`config.mk`:
```
export PLATFORM = sky130hd
export DESIGN_NAME = smbcc_top
export DESIGN_NICKNAME = d
export VERILOG_FILES = /design/src/smbcc_pkg.sv /design/src/smbcc_line_if.sv /design/src/smbcc_line_sync.sv /design/src/smbcc_top.sv
export SDC_FILE = /design/constraint.sdc
export NUM_CORES = 1
export LEC_CHECK = 0
export BUFFER_PORTS_ARGS = -buffer_cell sky130_fd_sc_hd__buf_2
export CAP_MARGIN = 20
export CORE_MARGIN = 1
export CORE_UTILIZATION = 55
export DETAILED_ROUTE_END_ITERATION = 8
export PLACE_DENSITY = 0.8
export SYNTH_ARGS = -nofsm -noshare
export SYNTH_HDL_FRONTEND = slang
export SYNTH_SLANG_ARGS = --single-unit
```
`constraint.sdc`:
```
create_clock -name clk_sys_i -period 2.3 [get_ports clk_sys_i]
set_input_delay 0.575 -clock clk_sys_i [delete_from_list [all_inputs] [get_ports clk_sys_i]]
set_output_delay 0.575 -clock clk_sys_i [all_outputs]
set_load 0.005 [all_outputs]
```
`src/smbcc_pkg.sv`:
```
// package: register map, field positions, reset values and timing counts
// Operation
// RULE1: when enabled, the interface continuously monitors sda and scl
// RULE2: slave inhibit suppresses slave interrupts; master interrupts unaffected (the code also drops the start interrupt, raised before master_q is set)
// RULE3: busy set during a transfer, cleared on stop or bus-free timeout
// RULE4: hold-extension bit selects normal or extended sda setup and hold
// RULE5: hold 3 clocks normally; extended setup 11 and hold 12 clocks
// RULE6: scl-low timeout enable reloads timer 3 on scl high, counts low
// RULE7: in split mode only timer 3 high byte is held in reload
// RULE8: software sets timer 3 to 25 ms and resets the interface then
// RULE9: bus free after scl and sda high over 10 bit-clock periods
// RULE10: clock select picks timer0, timer1, timer2 high or low overflow
// RULE11: upper control bits report master role and transmit direction
// RULE12: start and stop flags report conditions seen since last interrupt
// RULE13: writing start enters master mode, starts when free; not auto-cleared
// RULE14: stop written as master ends transfer after the next ack cycle
// RULE15: start and stop both set as master give stop then start
// RULE16: ack write sets outgoing value; read returns last received ack
// RULE17: ack request flag set each time a byte is received
// RULE18: ack should be written before clearing interrupt, else nack sent
// RULE19: sda follows written ack at once; scl held low until flag clear
// RULE20: after a nacked slave address, ignore slave events until start
// RULE21: arbitration lost set on lost arbitration; cleared with interrupt flag
// RULE22: interrupt flag set at transfer start, end, each byte, arbitration loss
// RULE23: while interrupt flag set, interface stalls and holds scl low
// RULE24: transmitter interrupts after ack cycle, receiver before ack cycle
// RULE25: writing 0 to interrupt flag starts next event; 1 forces interrupt
package smbcc_pkg;
    localparam logic [7:0] CFG_ADDR = 8'hc1;
    localparam logic [7:0] CTL_ADDR = 8'hc0;
    localparam logic [7:0] CFG_RST = 8'h00;
    localparam logic [7:0] CTL_RST = 8'h00;
    localparam int CFG_EN = 7;
    localparam int CFG_INH = 6;
    localparam int CFG_BUSY = 5;
    localparam int CFG_EXTH = 4;
    localparam int CFG_TOE = 3;
    localparam int CFG_FTE = 2;
    localparam int CFG_CS_LO = 0;
    localparam int CTL_MASTER = 7;
    localparam int CTL_TX = 6;
    localparam int CTL_STA = 5;
    localparam int CTL_STO = 4;
    localparam int CTL_ACK_REQUEST = 3;
    localparam int CTL_ARB = 2;
    localparam int CTL_ACK = 1;
    localparam int CTL_SI = 0;
    localparam int HOLD_NORM_CLK = 3;
    localparam int SETUP_EXT_CLK = 11;
    localparam int HOLD_EXT_CLK = 12;
    localparam int FREE_PERIODS = 10;
    localparam logic [1:0] CS_T0 = 2'h0;
    localparam logic [1:0] CS_T1 = 2'h1;
    localparam logic [1:0] CS_T2H = 2'h2;
    localparam logic [1:0] CS_T2L = 2'h3;
    typedef enum logic [2:0] {
        SMBCC_IDLE, SMBCC_START, SMBCC_BIT_LO, SMBCC_BIT_HI, SMBCC_WAIT,
        SMBCC_STOP
    } smbcc_state_t;
endpackage

```
`src/smbcc_line_if.sv`:
```
// interface: synchronised bus line levels and edges shared by the modules
`timescale 1ns/100ps
interface smbcc_line_if;
    logic scl;
    logic sda;
    logic scl_rise;
    logic scl_fall;
    logic start_det;
    logic stop_det;
    modport src (output scl, sda, scl_rise, scl_fall, start_det, stop_det);
    modport dst (input scl, sda, scl_rise, scl_fall, start_det, stop_det);
endinterface

```
`src/smbcc_line_sync.sv`:
```
// module: two-flop synchroniser and condition detector for scl and sda
`timescale 1ns/100ps
module smbcc_line_sync
    import smbcc_pkg::*;
(
    // clock and reset
    input wire logic clk_sys_i,
    input wire logic srst_i,
    // raw pins and enable
    input wire logic scl_pin_i,
    input wire logic sda_pin_i,
    input wire logic enable_i,
    // conditioned lines
    smbcc_line_if.src line
);
    logic [1:0] scl_s_q;
    logic [1:0] sda_s_q;
    logic scl_q;
    logic sda_q;
    always_ff @(posedge clk_sys_i) begin
        if (srst_i) begin
            scl_s_q <= 2'h3;
            sda_s_q <= 2'h3;
            scl_q <= 1'b1;
            sda_q <= 1'b1;
        end else begin
            scl_s_q <= {scl_s_q[0], scl_pin_i};
            sda_s_q <= {sda_s_q[0], sda_pin_i};
            scl_q <= scl_s_q[1];
            sda_q <= sda_s_q[1];
        end
    end
    // edge and condition detection runs only while enabled; scl and sda levels always pass
    assign line.scl = scl_s_q[1];
    assign line.sda = sda_s_q[1];
    assign line.scl_rise = enable_i & scl_s_q[1] & ~scl_q; // RULE1
    assign line.scl_fall = enable_i & ~scl_s_q[1] & scl_q; // RULE1
    assign line.start_det = enable_i & scl_s_q[1] & scl_q
        & sda_q & ~sda_s_q[1]; // RULE1
    assign line.stop_det = enable_i & scl_s_q[1] & scl_q
        & ~sda_q & sda_s_q[1]; // RULE1
endmodule

```
`src/smbcc_top.sv`:
```
// module: smbus configuration, control/status and bit-level engine
`timescale 1ns/100ps
module smbcc_top
    import smbcc_pkg::*;
(
    // clock and reset
    input wire logic clk_sys_i,
    input wire logic srst_i,
    // special function register port
    input wire logic [7:0] sfr_addr_i,
    input wire logic [7:0] sfr_wdata_i,
    input wire logic sfr_wr_i,
    input wire logic sfr_rd_i,
    output logic [7:0] sfr_rdata_o,
    // data byte handshake with the shift register
    input wire logic [7:0] tx_byte_i,
    input wire logic tx_loaded_i,
    input wire logic [7:0] own_addr_i,
    output logic [7:0] rx_byte_o,
    output logic rx_byte_valid_o,
    // bit clock sources
    input wire logic t0_ovf_i,
    input wire logic t1_ovf_i,
    input wire logic t2h_ovf_i,
    input wire logic t2l_ovf_i,
    // timer 3 control
    input wire logic t3_split_i,
    output logic t3_reload_o,
    output logic t3_reload_hi_o,
    // bus pins
    input wire logic scl_i,
    output logic scl_o,
    output logic scl_oe_o,
    input wire logic sda_i,
    output logic sda_o,
    output logic sda_oe_o
);
    logic [7:0] cfg_q;
    logic master_q, tx_q, sta_q, sto_q, ack_request_q, arb_q, ack_q, si_q;
    logic busy_q, slave_act_q, slave_ign_q, inh_eff_q;
    // start request from software only; a detected start must not launch
    logic sta_wr_q;
    smbcc_state_t st_q;
    logic [3:0] bit_q;
    logic [7:0] sh_q;
    logic [3:0] free_q;
    logic [3:0] hold_q;
    logic sda_drv_q, scl_drv_q, ack_phase_q, addr_phase_q;
    logic [7:0] rx_q;
    logic rxv_q;
    smbcc_line_if line ();
    smbcc_line_sync u_sync (
        .clk_sys_i(clk_sys_i),
        .srst_i(srst_i),
        .scl_pin_i(scl_i),
        .sda_pin_i(sda_i),
        .enable_i(cfg_q[CFG_EN]),
        .line(line)
    );
    wire en = cfg_q[CFG_EN];
    wire [1:0] cs = cfg_q[CFG_CS_LO+1:CFG_CS_LO];
    // bit-rate tick selection
    wire tick = (cs == CS_T0) ? t0_ovf_i :
        (cs == CS_T1) ? t1_ovf_i :
        (cs == CS_T2H) ? t2h_ovf_i : t2l_ovf_i; // RULE10
    wire wr_cfg = sfr_wr_i & (sfr_addr_i == CFG_ADDR);
    wire wr_ctl = sfr_wr_i & (sfr_addr_i == CTL_ADDR);
    wire si_clr = wr_ctl & ~sfr_wdata_i[CTL_SI];
    wire [3:0] hold_min = cfg_q[CFG_EXTH] ? 4'(HOLD_EXT_CLK)
        : 4'(HOLD_NORM_CLK); // RULE4 RULE5
    wire [3:0] setup_min = cfg_q[CFG_EXTH] ? 4'(SETUP_EXT_CLK)
        : 4'h1; // RULE4 RULE5
    wire bus_free = cfg_q[CFG_FTE] && free_q > 4'(FREE_PERIODS); // RULE9
    wire stall = si_q; // RULE23
    // hardware interrupt events
    logic ev_si, ev_arb, ev_byte_rx, ev_ack_done;
    wire ev_slave_stop = line.stop_det & slave_act_q;
    wire slave_ok = ~inh_eff_q & ~slave_ign_q;
    // timer 3 reload steering
    assign t3_reload_o = en & cfg_q[CFG_TOE] & line.scl
        & ~t3_split_i; // RULE6
    assign t3_reload_hi_o = en & cfg_q[CFG_TOE] & line.scl; // RULE6 RULE7
    assign scl_o = 1'b0;
    assign sda_o = 1'b0;
    // the flag holds scl low whenever enabled, on an idle bus as well
    assign scl_oe_o = scl_drv_q | (stall & en); // RULE23
    assign sda_oe_o = sda_drv_q;
    assign rx_byte_o = rx_q;
    assign rx_byte_valid_o = rxv_q;
    // read mux
    wire [7:0] cfg_rd = {cfg_q[7:6], busy_q, cfg_q[4:0]};
    wire [7:0] ctl_rd = {master_q, tx_q, sta_q, sto_q, ack_request_q, arb_q,
        ack_q, si_q}; // RULE11 RULE16
    always_ff @(posedge clk_sys_i) begin
        if (srst_i)
            sfr_rdata_o <= 8'h00;
        else if (sfr_rd_i)
            sfr_rdata_o <= (sfr_addr_i == CFG_ADDR) ? cfg_rd :
                (sfr_addr_i == CTL_ADDR) ? ctl_rd : 8'h00;
    end
    always_ff @(posedge clk_sys_i) begin
        if (srst_i)
            cfg_q <= CFG_RST;
        else if (wr_cfg)
            cfg_q <= {sfr_wdata_i[7:6], 1'b0, sfr_wdata_i[4:0]};
    end
    // inhibit takes effect at the next start, or at once while the bus is not busy
    always_ff @(posedge clk_sys_i) begin
        if (srst_i)
            inh_eff_q <= 1'b0;
        else if (line.start_det || !busy_q)
            inh_eff_q <= cfg_q[CFG_INH]; // RULE2
    end
    // bus free counter in bit-clock periods
    always_ff @(posedge clk_sys_i) begin
        if (srst_i || !line.scl || !line.sda || !en)
            free_q <= 4'h0;
        else if (tick && free_q != 4'hf)
            free_q <= free_q + 4'h1; // RULE9
    end
    always_ff @(posedge clk_sys_i) begin
        if (srst_i)
            busy_q <= 1'b0;
        else if (line.start_det || st_q == SMBCC_START)
            busy_q <= 1'b1; // RULE3
        else if (line.stop_det || bus_free || !en)
            busy_q <= 1'b0; // RULE3
    end
    // control register flags: hardware set wins over software clear
    always_ff @(posedge clk_sys_i) begin
        if (srst_i) begin
            {master_q, tx_q, sta_q, sto_q, ack_request_q, arb_q, ack_q, si_q}
                <= CTL_RST;
            sta_wr_q <= 1'b0;
        end else begin
            if (wr_ctl) begin
                sta_q <= sfr_wdata_i[CTL_STA]; // RULE13
                sta_wr_q <= sfr_wdata_i[CTL_STA]; // RULE13
                sto_q <= sfr_wdata_i[CTL_STO]; // RULE14
                ack_q <= sfr_wdata_i[CTL_ACK]; // RULE16 RULE18
                si_q <= sfr_wdata_i[CTL_SI]; // RULE25
            end
            if (si_clr)
                arb_q <= 1'b0; // RULE21
            if (line.start_det && !master_q)
                sta_q <= slave_ok; // RULE12
            if (ev_slave_stop && slave_ok)
                sto_q <= 1'b1; // RULE12
            if (st_q == SMBCC_STOP && tick && line.scl)
                sto_q <= 1'b0; // RULE14
            if (st_q == SMBCC_START && tick) begin
                master_q <= 1'b1; // RULE13
                tx_q <= 1'b1;
            end
            if (st_q == SMBCC_STOP && tick && line.scl)
                master_q <= 1'b0;
            if (ev_byte_rx) begin
                ack_request_q <= 1'b1; // RULE17
                // no ack written before the flag is cleared means nack
                ack_q <= 1'b0; // RULE18
            end
            if (ev_ack_done) begin
                ack_request_q <= 1'b0;
                if (tx_q)
                    ack_q <= ~line.sda; // RULE16
            end
            if (ev_arb) begin
                arb_q <= 1'b1; // RULE21
                master_q <= 1'b0;
                tx_q <= 1'b0;
            end
            if (line.start_det && !master_q)
                tx_q <= 1'b0;
            if (tx_loaded_i && st_q == SMBCC_WAIT)
                tx_q <= 1'b1;
            if (ev_si && (master_q || slave_ok))
                si_q <= 1'b1; // RULE2 RULE22
        end
    end
    // interrupt causes
    always_comb begin
        ev_byte_rx = 1'b0;
        ev_ack_done = 1'b0;
        ev_arb = 1'b0;
        ev_si = 1'b0;
        if (st_q == SMBCC_START && tick)
            ev_si = 1'b1; // RULE22
        if (ev_slave_stop)
            ev_si = 1'b1; // RULE22
        if (line.scl_fall && bit_q == 4'd8 && !tx_q && !ack_phase_q)
            ev_byte_rx = 1'b1; // RULE17
        if (line.scl_fall && ack_phase_q)
            ev_ack_done = 1'b1;
        if (ev_byte_rx && !tx_q)
            ev_si = 1'b1; // RULE24
        if (ev_ack_done && tx_q)
            ev_si = 1'b1; // RULE24
        if (tx_q && sda_drv_q == 1'b0 && !ack_phase_q && line.scl_rise
            && !line.sda && bit_q != 4'd0)
            ev_arb = 1'b1; // RULE21
        if (master_q && line.start_det && !sta_q)
            ev_arb = 1'b1; // RULE21
        if (ev_arb)
            ev_si = 1'b1; // RULE22
    end
    // bit engine: master generation, slave receive, ack drive
    always_ff @(posedge clk_sys_i) begin
        if (srst_i || !en) begin
            st_q <= SMBCC_IDLE;
            bit_q <= 4'h0;
            sh_q <= 8'h00;
            hold_q <= 4'h0;
            sda_drv_q <= 1'b0;
            scl_drv_q <= 1'b0;
            ack_phase_q <= 1'b0;
            addr_phase_q <= 1'b0;
            slave_act_q <= 1'b0;
            slave_ign_q <= 1'b0;
            rx_q <= 8'h00;
            rxv_q <= 1'b0;
        end else begin
            rxv_q <= 1'b0;
            if (hold_q != 4'h0)
                hold_q <= hold_q - 4'h1;
            if (line.start_det) begin
                bit_q <= 4'h0;
                addr_phase_q <= 1'b1;
                slave_ign_q <= 1'b0; // RULE20
                slave_act_q <= 1'b0;
            end
            if (line.stop_det)
                slave_act_q <= 1'b0;
            if (line.scl_rise && !ack_phase_q && bit_q < 4'd8) begin
                sh_q <= {sh_q[6:0], line.sda};
                bit_q <= bit_q + 4'h1;
            end
            if (ev_byte_rx) begin
                rx_q <= sh_q;
                rxv_q <= 1'b1;
            end
            if (line.scl_fall && bit_q == 4'd8 && !ack_phase_q) begin
                ack_phase_q <= 1'b1;
                hold_q <= hold_min; // RULE5
                if (addr_phase_q && !master_q) begin
                    if (sh_q[7:1] == own_addr_i[7:1] && slave_ok)
                        slave_act_q <= 1'b1;
                    else
                        slave_ign_q <= 1'b1; // RULE20
                end
            end
            // drive written ack value as receiver once hold is met
            if (ack_phase_q && !tx_q && hold_q == 4'h0)
                sda_drv_q <= ack_q; // RULE18 RULE19
            if (ev_ack_done) begin
                ack_phase_q <= 1'b0;
                addr_phase_q <= 1'b0;
                bit_q <= 4'h0;
                hold_q <= hold_min; // RULE5
            end
            if (ack_phase_q && hold_q == 4'h0 && line.scl_fall)
                sda_drv_q <= 1'b0;
            // master clock and condition generation, stalled by si
            case (st_q)
                SMBCC_IDLE: begin
                    scl_drv_q <= 1'b0;
                    if (sta_wr_q && !stall && (!busy_q || bus_free))
                        st_q <= SMBCC_START; // RULE13
                end
                SMBCC_START: begin
                    sda_drv_q <= 1'b1;
                    if (tick)
                        st_q <= SMBCC_WAIT;
                end
                SMBCC_WAIT: begin
                    scl_drv_q <= 1'b1; // RULE23
                    if (!stall && hold_q == 4'h0) begin
                        if (sto_q && !ack_phase_q)
                            st_q <= SMBCC_STOP; // RULE14
                        else if (tx_q && !ack_phase_q)
                            sda_drv_q <= ~tx_byte_i[7 - bit_q[2:0]];
                        if (!(sto_q && !ack_phase_q) && tick)
                            st_q <= SMBCC_BIT_HI;
                    end
                end
                SMBCC_BIT_HI: begin
                    scl_drv_q <= 1'b0;
                    if (tick && line.scl) begin
                        st_q <= SMBCC_BIT_LO;
                        hold_q <= setup_min; // RULE5
                    end
                end
                SMBCC_BIT_LO: begin
                    scl_drv_q <= 1'b1;
                    if (tick && hold_q == 4'h0)
                        st_q <= SMBCC_WAIT;
                end
                SMBCC_STOP: begin
                    sda_drv_q <= 1'b1;
                    scl_drv_q <= 1'b0;
                    if (tick && line.scl) begin
                        sda_drv_q <= 1'b0;
                        // pending start follows the stop
                        st_q <= SMBCC_IDLE; // RULE15
                    end else if (tick && !line.scl) begin
                        st_q <= SMBCC_IDLE; // RULE21
                    end
                end
                default: st_q <= SMBCC_IDLE;
            endcase
            if (ev_arb) begin
                st_q <= SMBCC_IDLE;
                sda_drv_q <= 1'b0;
                scl_drv_q <= 1'b0;
            end
        end
    end
endmodule

```
==> impl_summary.log, run 1 <==
INFO  metric grt_max_degree = 19
INFO  metric post-route-worst-setup-slack = 306.0 ps
INFO  metric power_density = 552.8 nW/um^2
INFO  metric setup_viol_count_final = 0
INFO  metric syn-instance-count = 398
INFO  metric finClkSkew = 7.288 ps
INFO  metric grt_antenna_before_repair = 0
INFO  metric clock.fmax = 501.5 MHz
INFO  metric share_seq_of_total_power = 55.7%
INFO  metric ys_warn_count = 0
INFO  metric global_route_wire_length_before_repair = 12.45 mm
INFO  metric unrepaired_setup_endpoints_after_global_routing = no
INFO  metric hold_path.startpoint = sda_i
INFO  metric cell_type_with_the_highest_aggregate_area_in_the_netlist = dfxtp_1
INFO  metric grt_resource_usage_total = 25.29%
INFO  metric power_switching = 513.9 uW
INFO  metric cts_hold_buffers_added = 0
INFO  metric min_period = 1994 ps
INFO  metric design_internal_power = 1.680 mW
INFO  metric outcome = finished clean
INFO  metric synthDistinctLibCells = 55
INFO  metric total_power = 2.194 mW
INFO  metric startpoint_type = register
INFO  metric dieHeight = 80.69 um
INFO  metric synth_edf_count = 0
INFO  metric die_footprint = 6511 sq um
INFO  metric min_path_type = input port to register
INFO  metric finalWirelength = 7.667 mm
INFO  metric dominantRegCellSynth = dfxtp_1
INFO  metric dr.pass1.iters = 4
INFO  metric synth-seq-cells = 70
INFO  metric cts_root_buffer = clkbuf_8
INFO  metric clock_power_share = 40.3%
INFO  metric ctsHtreeMaxLevel = 3
INFO  metric cts_buffers = 9
INFO  metric floorplan.initialDensity = 57.18%
INFO  metric clk_path_buf_depth = 2
INFO  metric max-cap-violations = 0
INFO  metric num_vias = 3,004
INFO  metric post-dp-hpwl = 5.637 mm
INFO  metric postSynth.asyncResetShare = 0%
INFO  metric tritoncts = done
INFO  metric synth.top_cell.area_share = 41.15%
INFO  metric clock_insertion_delay_worst_skew = 340 ps
INFO  metric detail_route.iter0.violations = 220
INFO  metric die_width = 80.69 um
INFO  metric syn_avg_cell_area = 8.557 sq um
INFO  metric layout-drive-gt1-share = 25.38%
INFO  metric routedWlPerCell = 14.20 um
INFO  metric netlist_top_cells_area = dfxtp_1 (41%), a21oi_1 (6.8%), nand2_1 (5.2%), nor2_1 (4.6%), mux2i_1 (3.8%)
INFO  metric synthToLayoutAreaGrowth = 16.53%
INFO  metric final_count_of_hold_timing_violations = 0
INFO  metric power.combinational.fraction = 4.0%
INFO  metric number_of_global_route_vias_before_repair = 2,730
INFO  metric fillerInstances = 486
INFO  metric post_cts_resize_count = 0
INFO  metric gp_congestion = 0.9061
INFO  metric worst-path-max-fanout = 8
INFO  metric post-route-drc-count = 0
INFO  metric irDropWorstVdd = 0.0004527 V
INFO  metric crit_path_end_kind = register
INFO  metric standby_leakage_power = 1.586 nW
INFO  metric fin_nets = 510
INFO  metric synth.cell_area = 3406 sq um
INFO  metric row_count = 28
INFO  metric clock_sinks = 70
INFO  metric clkSlewWorstSetupHoldPaths = 80 ps
INFO  metric core_area = 5956 sq um
INFO  metric power.switching_fraction = 23.43%
INFO  metric diodes = 0
INFO  metric timing.critical_path.arrival = 2230 ps
INFO  metric postCtsSetupRepairBufs = 0
INFO  metric startpoint = bit_q[0]$_SDFFE_PP0P_
INFO  metric timing.final.crit_share = 86.70%
INFO  metric timing.critical_path.required = 2540 ps
INFO  metric place_ws = 120.7 ps
INFO  metric ys_seq_area_share = 41.15%
INFO  metric placement.io_buffers = 63
INFO  metric crit-reg2reg-launch = bit_q[0]$_SDFFE_PP0P_
INFO  metric detail-route-antenna-nets = 0
INFO  metric via_per_inst = 5.563
INFO  metric ios = 67
INFO  metric timing.final.max_slew_violations = 0
INFO  metric worstSetupPathType = register to register
INFO  metric grt_overflow = 0
INFO  metric setup-tns-final = 0 ps
worst max-delay path: stages (launching register included):
cell and delay (ps):
dfxtp_1 520, inv_1 80, ha_1 220, a2111oi_2 460, a21oi_1 180, nand2_1 210, and4b_1 210
through the flow:
stage               cells  instance area [sq um]  utilization (%)  hold slack, ps
floorplan             399                   3410                -           389.5
detailed placement    525                   3796            63.74           395.7
CTS                   540                   3969            66.64           402.9
global route          540                   3969            66.64           395.0
global placement      525                   3796            63.74           392.4
finish                540                   3969            66.64           408.7
flip-flops by register name, summed over array words and instances, names as in the netlist, 2 cells and up:
name / count
st_q: 3
free_q: 4
hold_q: 4
cfg_q: 7
bit_q: 4
rx_byte_o: 8
sfr_rdata_o: 8
u_sync.scl_s_q: 2
u_sync.sda_s_q: 2
sh_q: 8
placed cells by master (no fill, tap or decap), types with 3 or more instances in the layout:
cell      Yosys  routed
dfxtp_1      70      70
buf_2         6      63
nand2_1      47      47
a21oi_1      46      46
nor2_1       42      42
nor2b_1      16      16
o21ai_0      14      14
mux2i_1      13      13
mux2_2       11      11
inv_1        10      10
xnor2_1      10      10
clkbuf_8      0      10
buf_4         2      10
or2_2         8       8
nand4_1       8       8
nand3_1       7       7
nand2b_1      6       6
nor3_1        6       6
ha_1          5       5
nor3b_1       4       4
mux4_2        3       3
xor2_1        3       3
nand3b_1      3       3
power by group through the flow:
| stage | clock [mW] | sequential, mW | combinational (mW) |
|---|---|---|---|
| 2_1_floorplan | 0 | 1.25 | 0.0455 |
| 3_3_place_gp | 0 | 1.25 | 0.0858 |
| 3_5_place_dp | 0 | 1.25 | 0.0870 |
| 4_1_cts | 0.896 | 1.22 | 0.0877 |
| 5_1_grt | 0.958 | 1.22 | 0.0960 |
| 6_report | 0.885 | 1.22 | 0.0876 |
Yosys cell counts (all sizes together) (7+ instances only):
cell / instances
or2: 8
nand3: 7
mux2i: 13
nor2b: 16
a21oi: 46
nand4: 8
nor2: 43
nand2: 47
xnor2: 10
clkbuf: 14
inv: 10
o21ai: 14
buf: 8
dfxtp: 70
mux2: 11
path summary, 6_finish.rpt:
check	endpoint	slack [ps]	cells after the start
min	u_sync.sda_s_q[0]$_SDFF_PP1_	410	2
min reg2reg	u_sync.scl_s_q[1]$_SDFF_PP1_	420	1
max	sda_oe_o$_SDFF_PP0_	310	6
max reg2reg	sda_oe_o$_SDFF_PP0_	310	6
per-layer routing:
layer	share of wire [%]	GRT usage, %
met3	6.2	5.909
met2	46	40.85
met5	0	0
met4	1.8	9.643
met1	46	32.45
layout make-up:
type / count / area [sq um] / area share, %
Clock buffer: 10 / 137.6 / 3.468
Clock inverter: 5 / 35.03 / 0.8827
Inverter: 10 / 37.54 / 0.9458
Multi-Input combinational cell: 297 / 1873 / 47.19
Sequential cell: 70 / 1401 / 35.31
Tap cell: 75 / 93.84 / 2.364
Timing Repair Buffer: 73 / 390.4 / 9.836
logic make-up (layout without fill, tap and decap cells):
logic type,after synthesis,count (layout),share of synthesized area (%)
DFF,70,70,41.15
adders and majority gates,5,5,1.837
xor gates and xnor gates,13,13,3.343
buffers and inverters,32,98,3.968
AOI/OAI and AO/OA,82,82,14.33
and+or+nand+nor,168,168,25.83
other,1,2,0.1101
muxes,27,27,9.441
(Power assumes the default switching activity.)
==> run 2: changes to the inputs <==
--- a/config.mk
+++ b/config.mk
@@ -10,6 +10,7 @@
 export CORE_MARGIN = 1
 export CORE_UTILIZATION = 55
 export DETAILED_ROUTE_END_ITERATION = 8
+export GPL_TIMING_DRIVEN = 0
 export PLACE_DENSITY = 0.8
 export SYNTH_ARGS = -nofsm -noshare
 export SYNTH_HDL_FRONTEND = slang
==> run 2 against run 1 <==
Compared with the run above: global-route usage up 1.0 points; via count up 3.2%; cell count rose by 2.2%; worst hold slack got worse by 10 ps; first-iteration DRC count increased by 16%; die area is the same; flip-flop and latch count unchanged.
==> impl_summary.log, run 2 (synthesized netlist as in run 1, its figures left out) <==
INFO  metric outcome = finished clean (unchanged)
INFO  metric grt_resource_usage_total = 26.34% (was 25.29%)
INFO  metric startpoint_type = register (unchanged)
INFO  metric postCtsSetupRepairBufs = 0 (unchanged)
INFO  metric timing.final.max_slew_violations = 0 (unchanged)
INFO  metric standby_leakage_power = 1.582 nW (was 1.586 nW)
INFO  metric die_width = 80.69 um (unchanged)
INFO  metric design_internal_power = 1.648 mW (was 1.680 mW)
INFO  metric register_area = 1401 sq um (unchanged)
INFO  metric via_per_inst = 5.614 (was 5.563)
INFO  metric floorplan.initialDensity = 57.18% (unchanged)
INFO  metric post_cts_resize_count = 0 (unchanged)
INFO  metric power_switching = 521.3 uW (was 513.9 uW)
INFO  metric cp.buffers_inverters = 2 (was 1)
INFO  metric clk_path_buf_depth = 2 (unchanged)
INFO  metric post-dp-hpwl = 5.991 mm (was 5.637 mm)
INFO  metric fin_nets = 522 (was 510)
INFO  metric finalWirelength = 7.981 mm (was 7.667 mm)
INFO  metric share_seq_of_total_power = 56.1% (was 55.7%)
INFO  metric grt_antenna_before_repair = 0 (unchanged)
INFO  metric die_footprint = 6511 sq um (unchanged)
INFO  metric layout-drive-gt1-share = 24.32% (was 25.38%)
INFO  metric row_count = 28 (unchanged)
INFO  metric fillerInstances = 505 (was 486)
INFO  metric unrepaired_setup_endpoints_after_global_routing = no (unchanged)
INFO  metric min_path_type = input port to register (unchanged)
INFO  metric final_count_of_hold_timing_violations = 0 (unchanged)
INFO  metric timing.final.crit_share = 93.28% (was 86.70%)
INFO  metric max-cap-violations = 0 (unchanged)
INFO  metric timing.critical_path.arrival = 1570 ps (was 2230 ps)
INFO  metric placement.io_buffers = 63 (unchanged)
INFO  metric most-common-layout-cells = dfxtp_1 (70), buf_2 (69), nand2_1 (47) (was dfxtp_1 (70), buf_2 (63), nand2_1 (47))
INFO  metric critical-path-max-stage-delay = 360 ps (was 520 ps)
INFO  metric detail_route.iter0.violations = 255 (was 220)
INFO  metric min_period = 2145 ps (was 1994 ps)
INFO  metric ios = 67 (unchanged)
INFO  metric clock.fmax = 466.1 MHz (was 501.5 MHz)
INFO  metric detail-route-antenna-nets = 0 (unchanged)
INFO  metric routedWlPerCell = 14.46 um (was 14.20 um)
INFO  metric timing.critical_path.required = 1730 ps (was 2540 ps)
INFO  metric ctsHtreeMaxLevel = 3 (unchanged)
INFO  metric worst_hold_path_depth = 2 (unchanged)
INFO  metric irDropWorstVdd = 0.0004285 V (was 0.0004527 V)
INFO  metric crit_path_end_kind = primary output (was register)
INFO  metric num_vias = 3,099 (was 3,004)
INFO  metric cts_buffers = 9 (unchanged)
INFO  metric power.combinational.fraction = 4.5% (was 4.0%)
INFO  metric multiInputGateArea = 1873 sq um (unchanged)
INFO  metric path_delay_family = buffers and inverters (was compound AO/OA/AOI/OAI gates)
INFO  metric worstPathCellList = clkbuf_1, and3_1, nor2b_1, buf_2 (was inv_1, ha_1, a2111oi_2, a21oi_1, nand2_1, and4b_1)
INFO  metric gp_congestion = 0.8986 (was 0.9061)
INFO  metric global_route_wire_length_before_repair = 12.90 mm (was 12.45 mm)
INFO  metric tritoncts = done (unchanged)
INFO  metric placed_cells = 537 (was 525)
INFO  metric clkSlewWorstSetupHoldPaths = 70 ps (was 80 ps)
INFO  metric worstSetupPathType = register to primary output (was register to register)
INFO  metric synthToLayoutAreaGrowth = 16.90% (was 16.53%)
INFO  metric worst-path-max-fanout = 10 (was 8)
INFO  metric cts_hold_buffers_added = 0 (unchanged)
INFO  metric setup_viol_count_final = 0 (unchanged)
INFO  metric clock_insertion_delay_worst_skew = 360 ps (was 340 ps)
INFO  metric cp_slowest_cell = clkbuf_1 (was dfxtp_1)
INFO  metric power.switching_fraction = 24.03% (was 23.43%)
INFO  metric dr.pass1.iters = 5 (was 4)
INFO  metric mostFrequentLayoutCell = dfxtp_1 (unchanged)
INFO  metric power_density = 545.0 nW/um^2 (was 552.8 nW/um^2)
INFO  metric clock_sinks = 70 (unchanged)
INFO  metric dieHeight = 80.69 um (unchanged)
INFO  metric setup-tns-final = 0 ps (unchanged)
INFO  metric finClkSkew = 10.44 ps (was 7.288 ps)
INFO  metric post-route-drc-count = 0 (unchanged)
INFO  metric core_area = 5956 sq um (unchanged)
INFO  metric diodes = 0 (unchanged)
INFO  metric grt_max_degree = 13 (was 19)
INFO  metric worst-r2r-cell-count = 6 (unchanged)
INFO  metric clock_power_share = 39.4% (was 40.3%)
INFO  metric path_depth = 4 (was 6)
INFO  metric grt_overflow = 0 (unchanged)
INFO  metric finalNonFillerCells = 552 (was 540)
INFO  metric cts_root_buffer = clkbuf_8 (unchanged)
INFO  metric number_of_global_route_vias_before_repair = 2,804 (was 2,730)
-- run 2: power by group through the flow --
| stage | combinational (mW) | clock (mW) | sequential [mW] |
|---|---|---|---|
| after floorplan | 0.0455 | 0 | 1.25 |
| after global placement | 0.0934 | 0 | 1.25 |
| after global routing | 0.105 | 0.918 | 1.22 |
| after detailed placement | 0.0960 | 0 | 1.25 |
| after CTS | 0.0963 | 0.859 | 1.22 |
| final | 0.0970 | 0.855 | 1.22 |
-- run 2: worst register-to-register path, stage by stage (launching register included) --
cell	delay, ps
dfxtp_1	350
clkbuf_1	360
and3b_1	300
nand3_1	180
nor3b_1	340
mux2_2	370
nor2_1	80
-- run 2: metrics by stage --
stage	hold slack (ps)	util, %	setup slack [ps]	cell area (sq um)	power [mW]
3_5_place_dp	401.7	64.12	114.4	3819	1.342
3_3_place_gp	392.1	64.12	130.1	3819	1.339
2_1_floorplan	389.5	-	365.8	3410	1.291
6_report	398.6	66.85	154.6	3981	2.170
4_1_cts	394.2	66.85	162.1	3981	2.173
5_1_grt	401.1	66.85	105.4	3981	2.241
-- run 2: metal layers --
layer	vias to the layer above	wire length, um	track usage (%)
met4	0	131	9.286
met1	1437	3534	31.83
met5	-	0	0
li1	1536	-	-
met3	13	542	6.591
met2	113	3773	44.92
-- run 2: worst paths after layout --
path                                startpoint                            to  slack, ps
setup reg to reg         cfg_q[7]$_SDFFE_PP0P_        slave_ign_q$_SDFF_PP0_        250
hold reg to reg   u_sync.sda_s_q[0]$_SDFF_PP1_  u_sync.sda_s_q[1]$_SDFF_PP1_        420
hold / removal                           scl_i  u_sync.scl_s_q[0]$_SDFF_PP1_        400
setup / recovery         cfg_q[7]$_SDFFE_PP0P_                   t3_reload_o        150
-- run 2: cell type report --
cell class | count | area share (%)
multi-input cells | 297 | 47.05
flip-flops and latches | 70 | 35.20
repair buffers | 63 | 7.920
clock buffers | 9 | 3.111
plain buffers | 22 | 2.451
well taps | 75 | 2.357
clock inverters | 6 | 0.9742
inverters | 10 | 0.9428
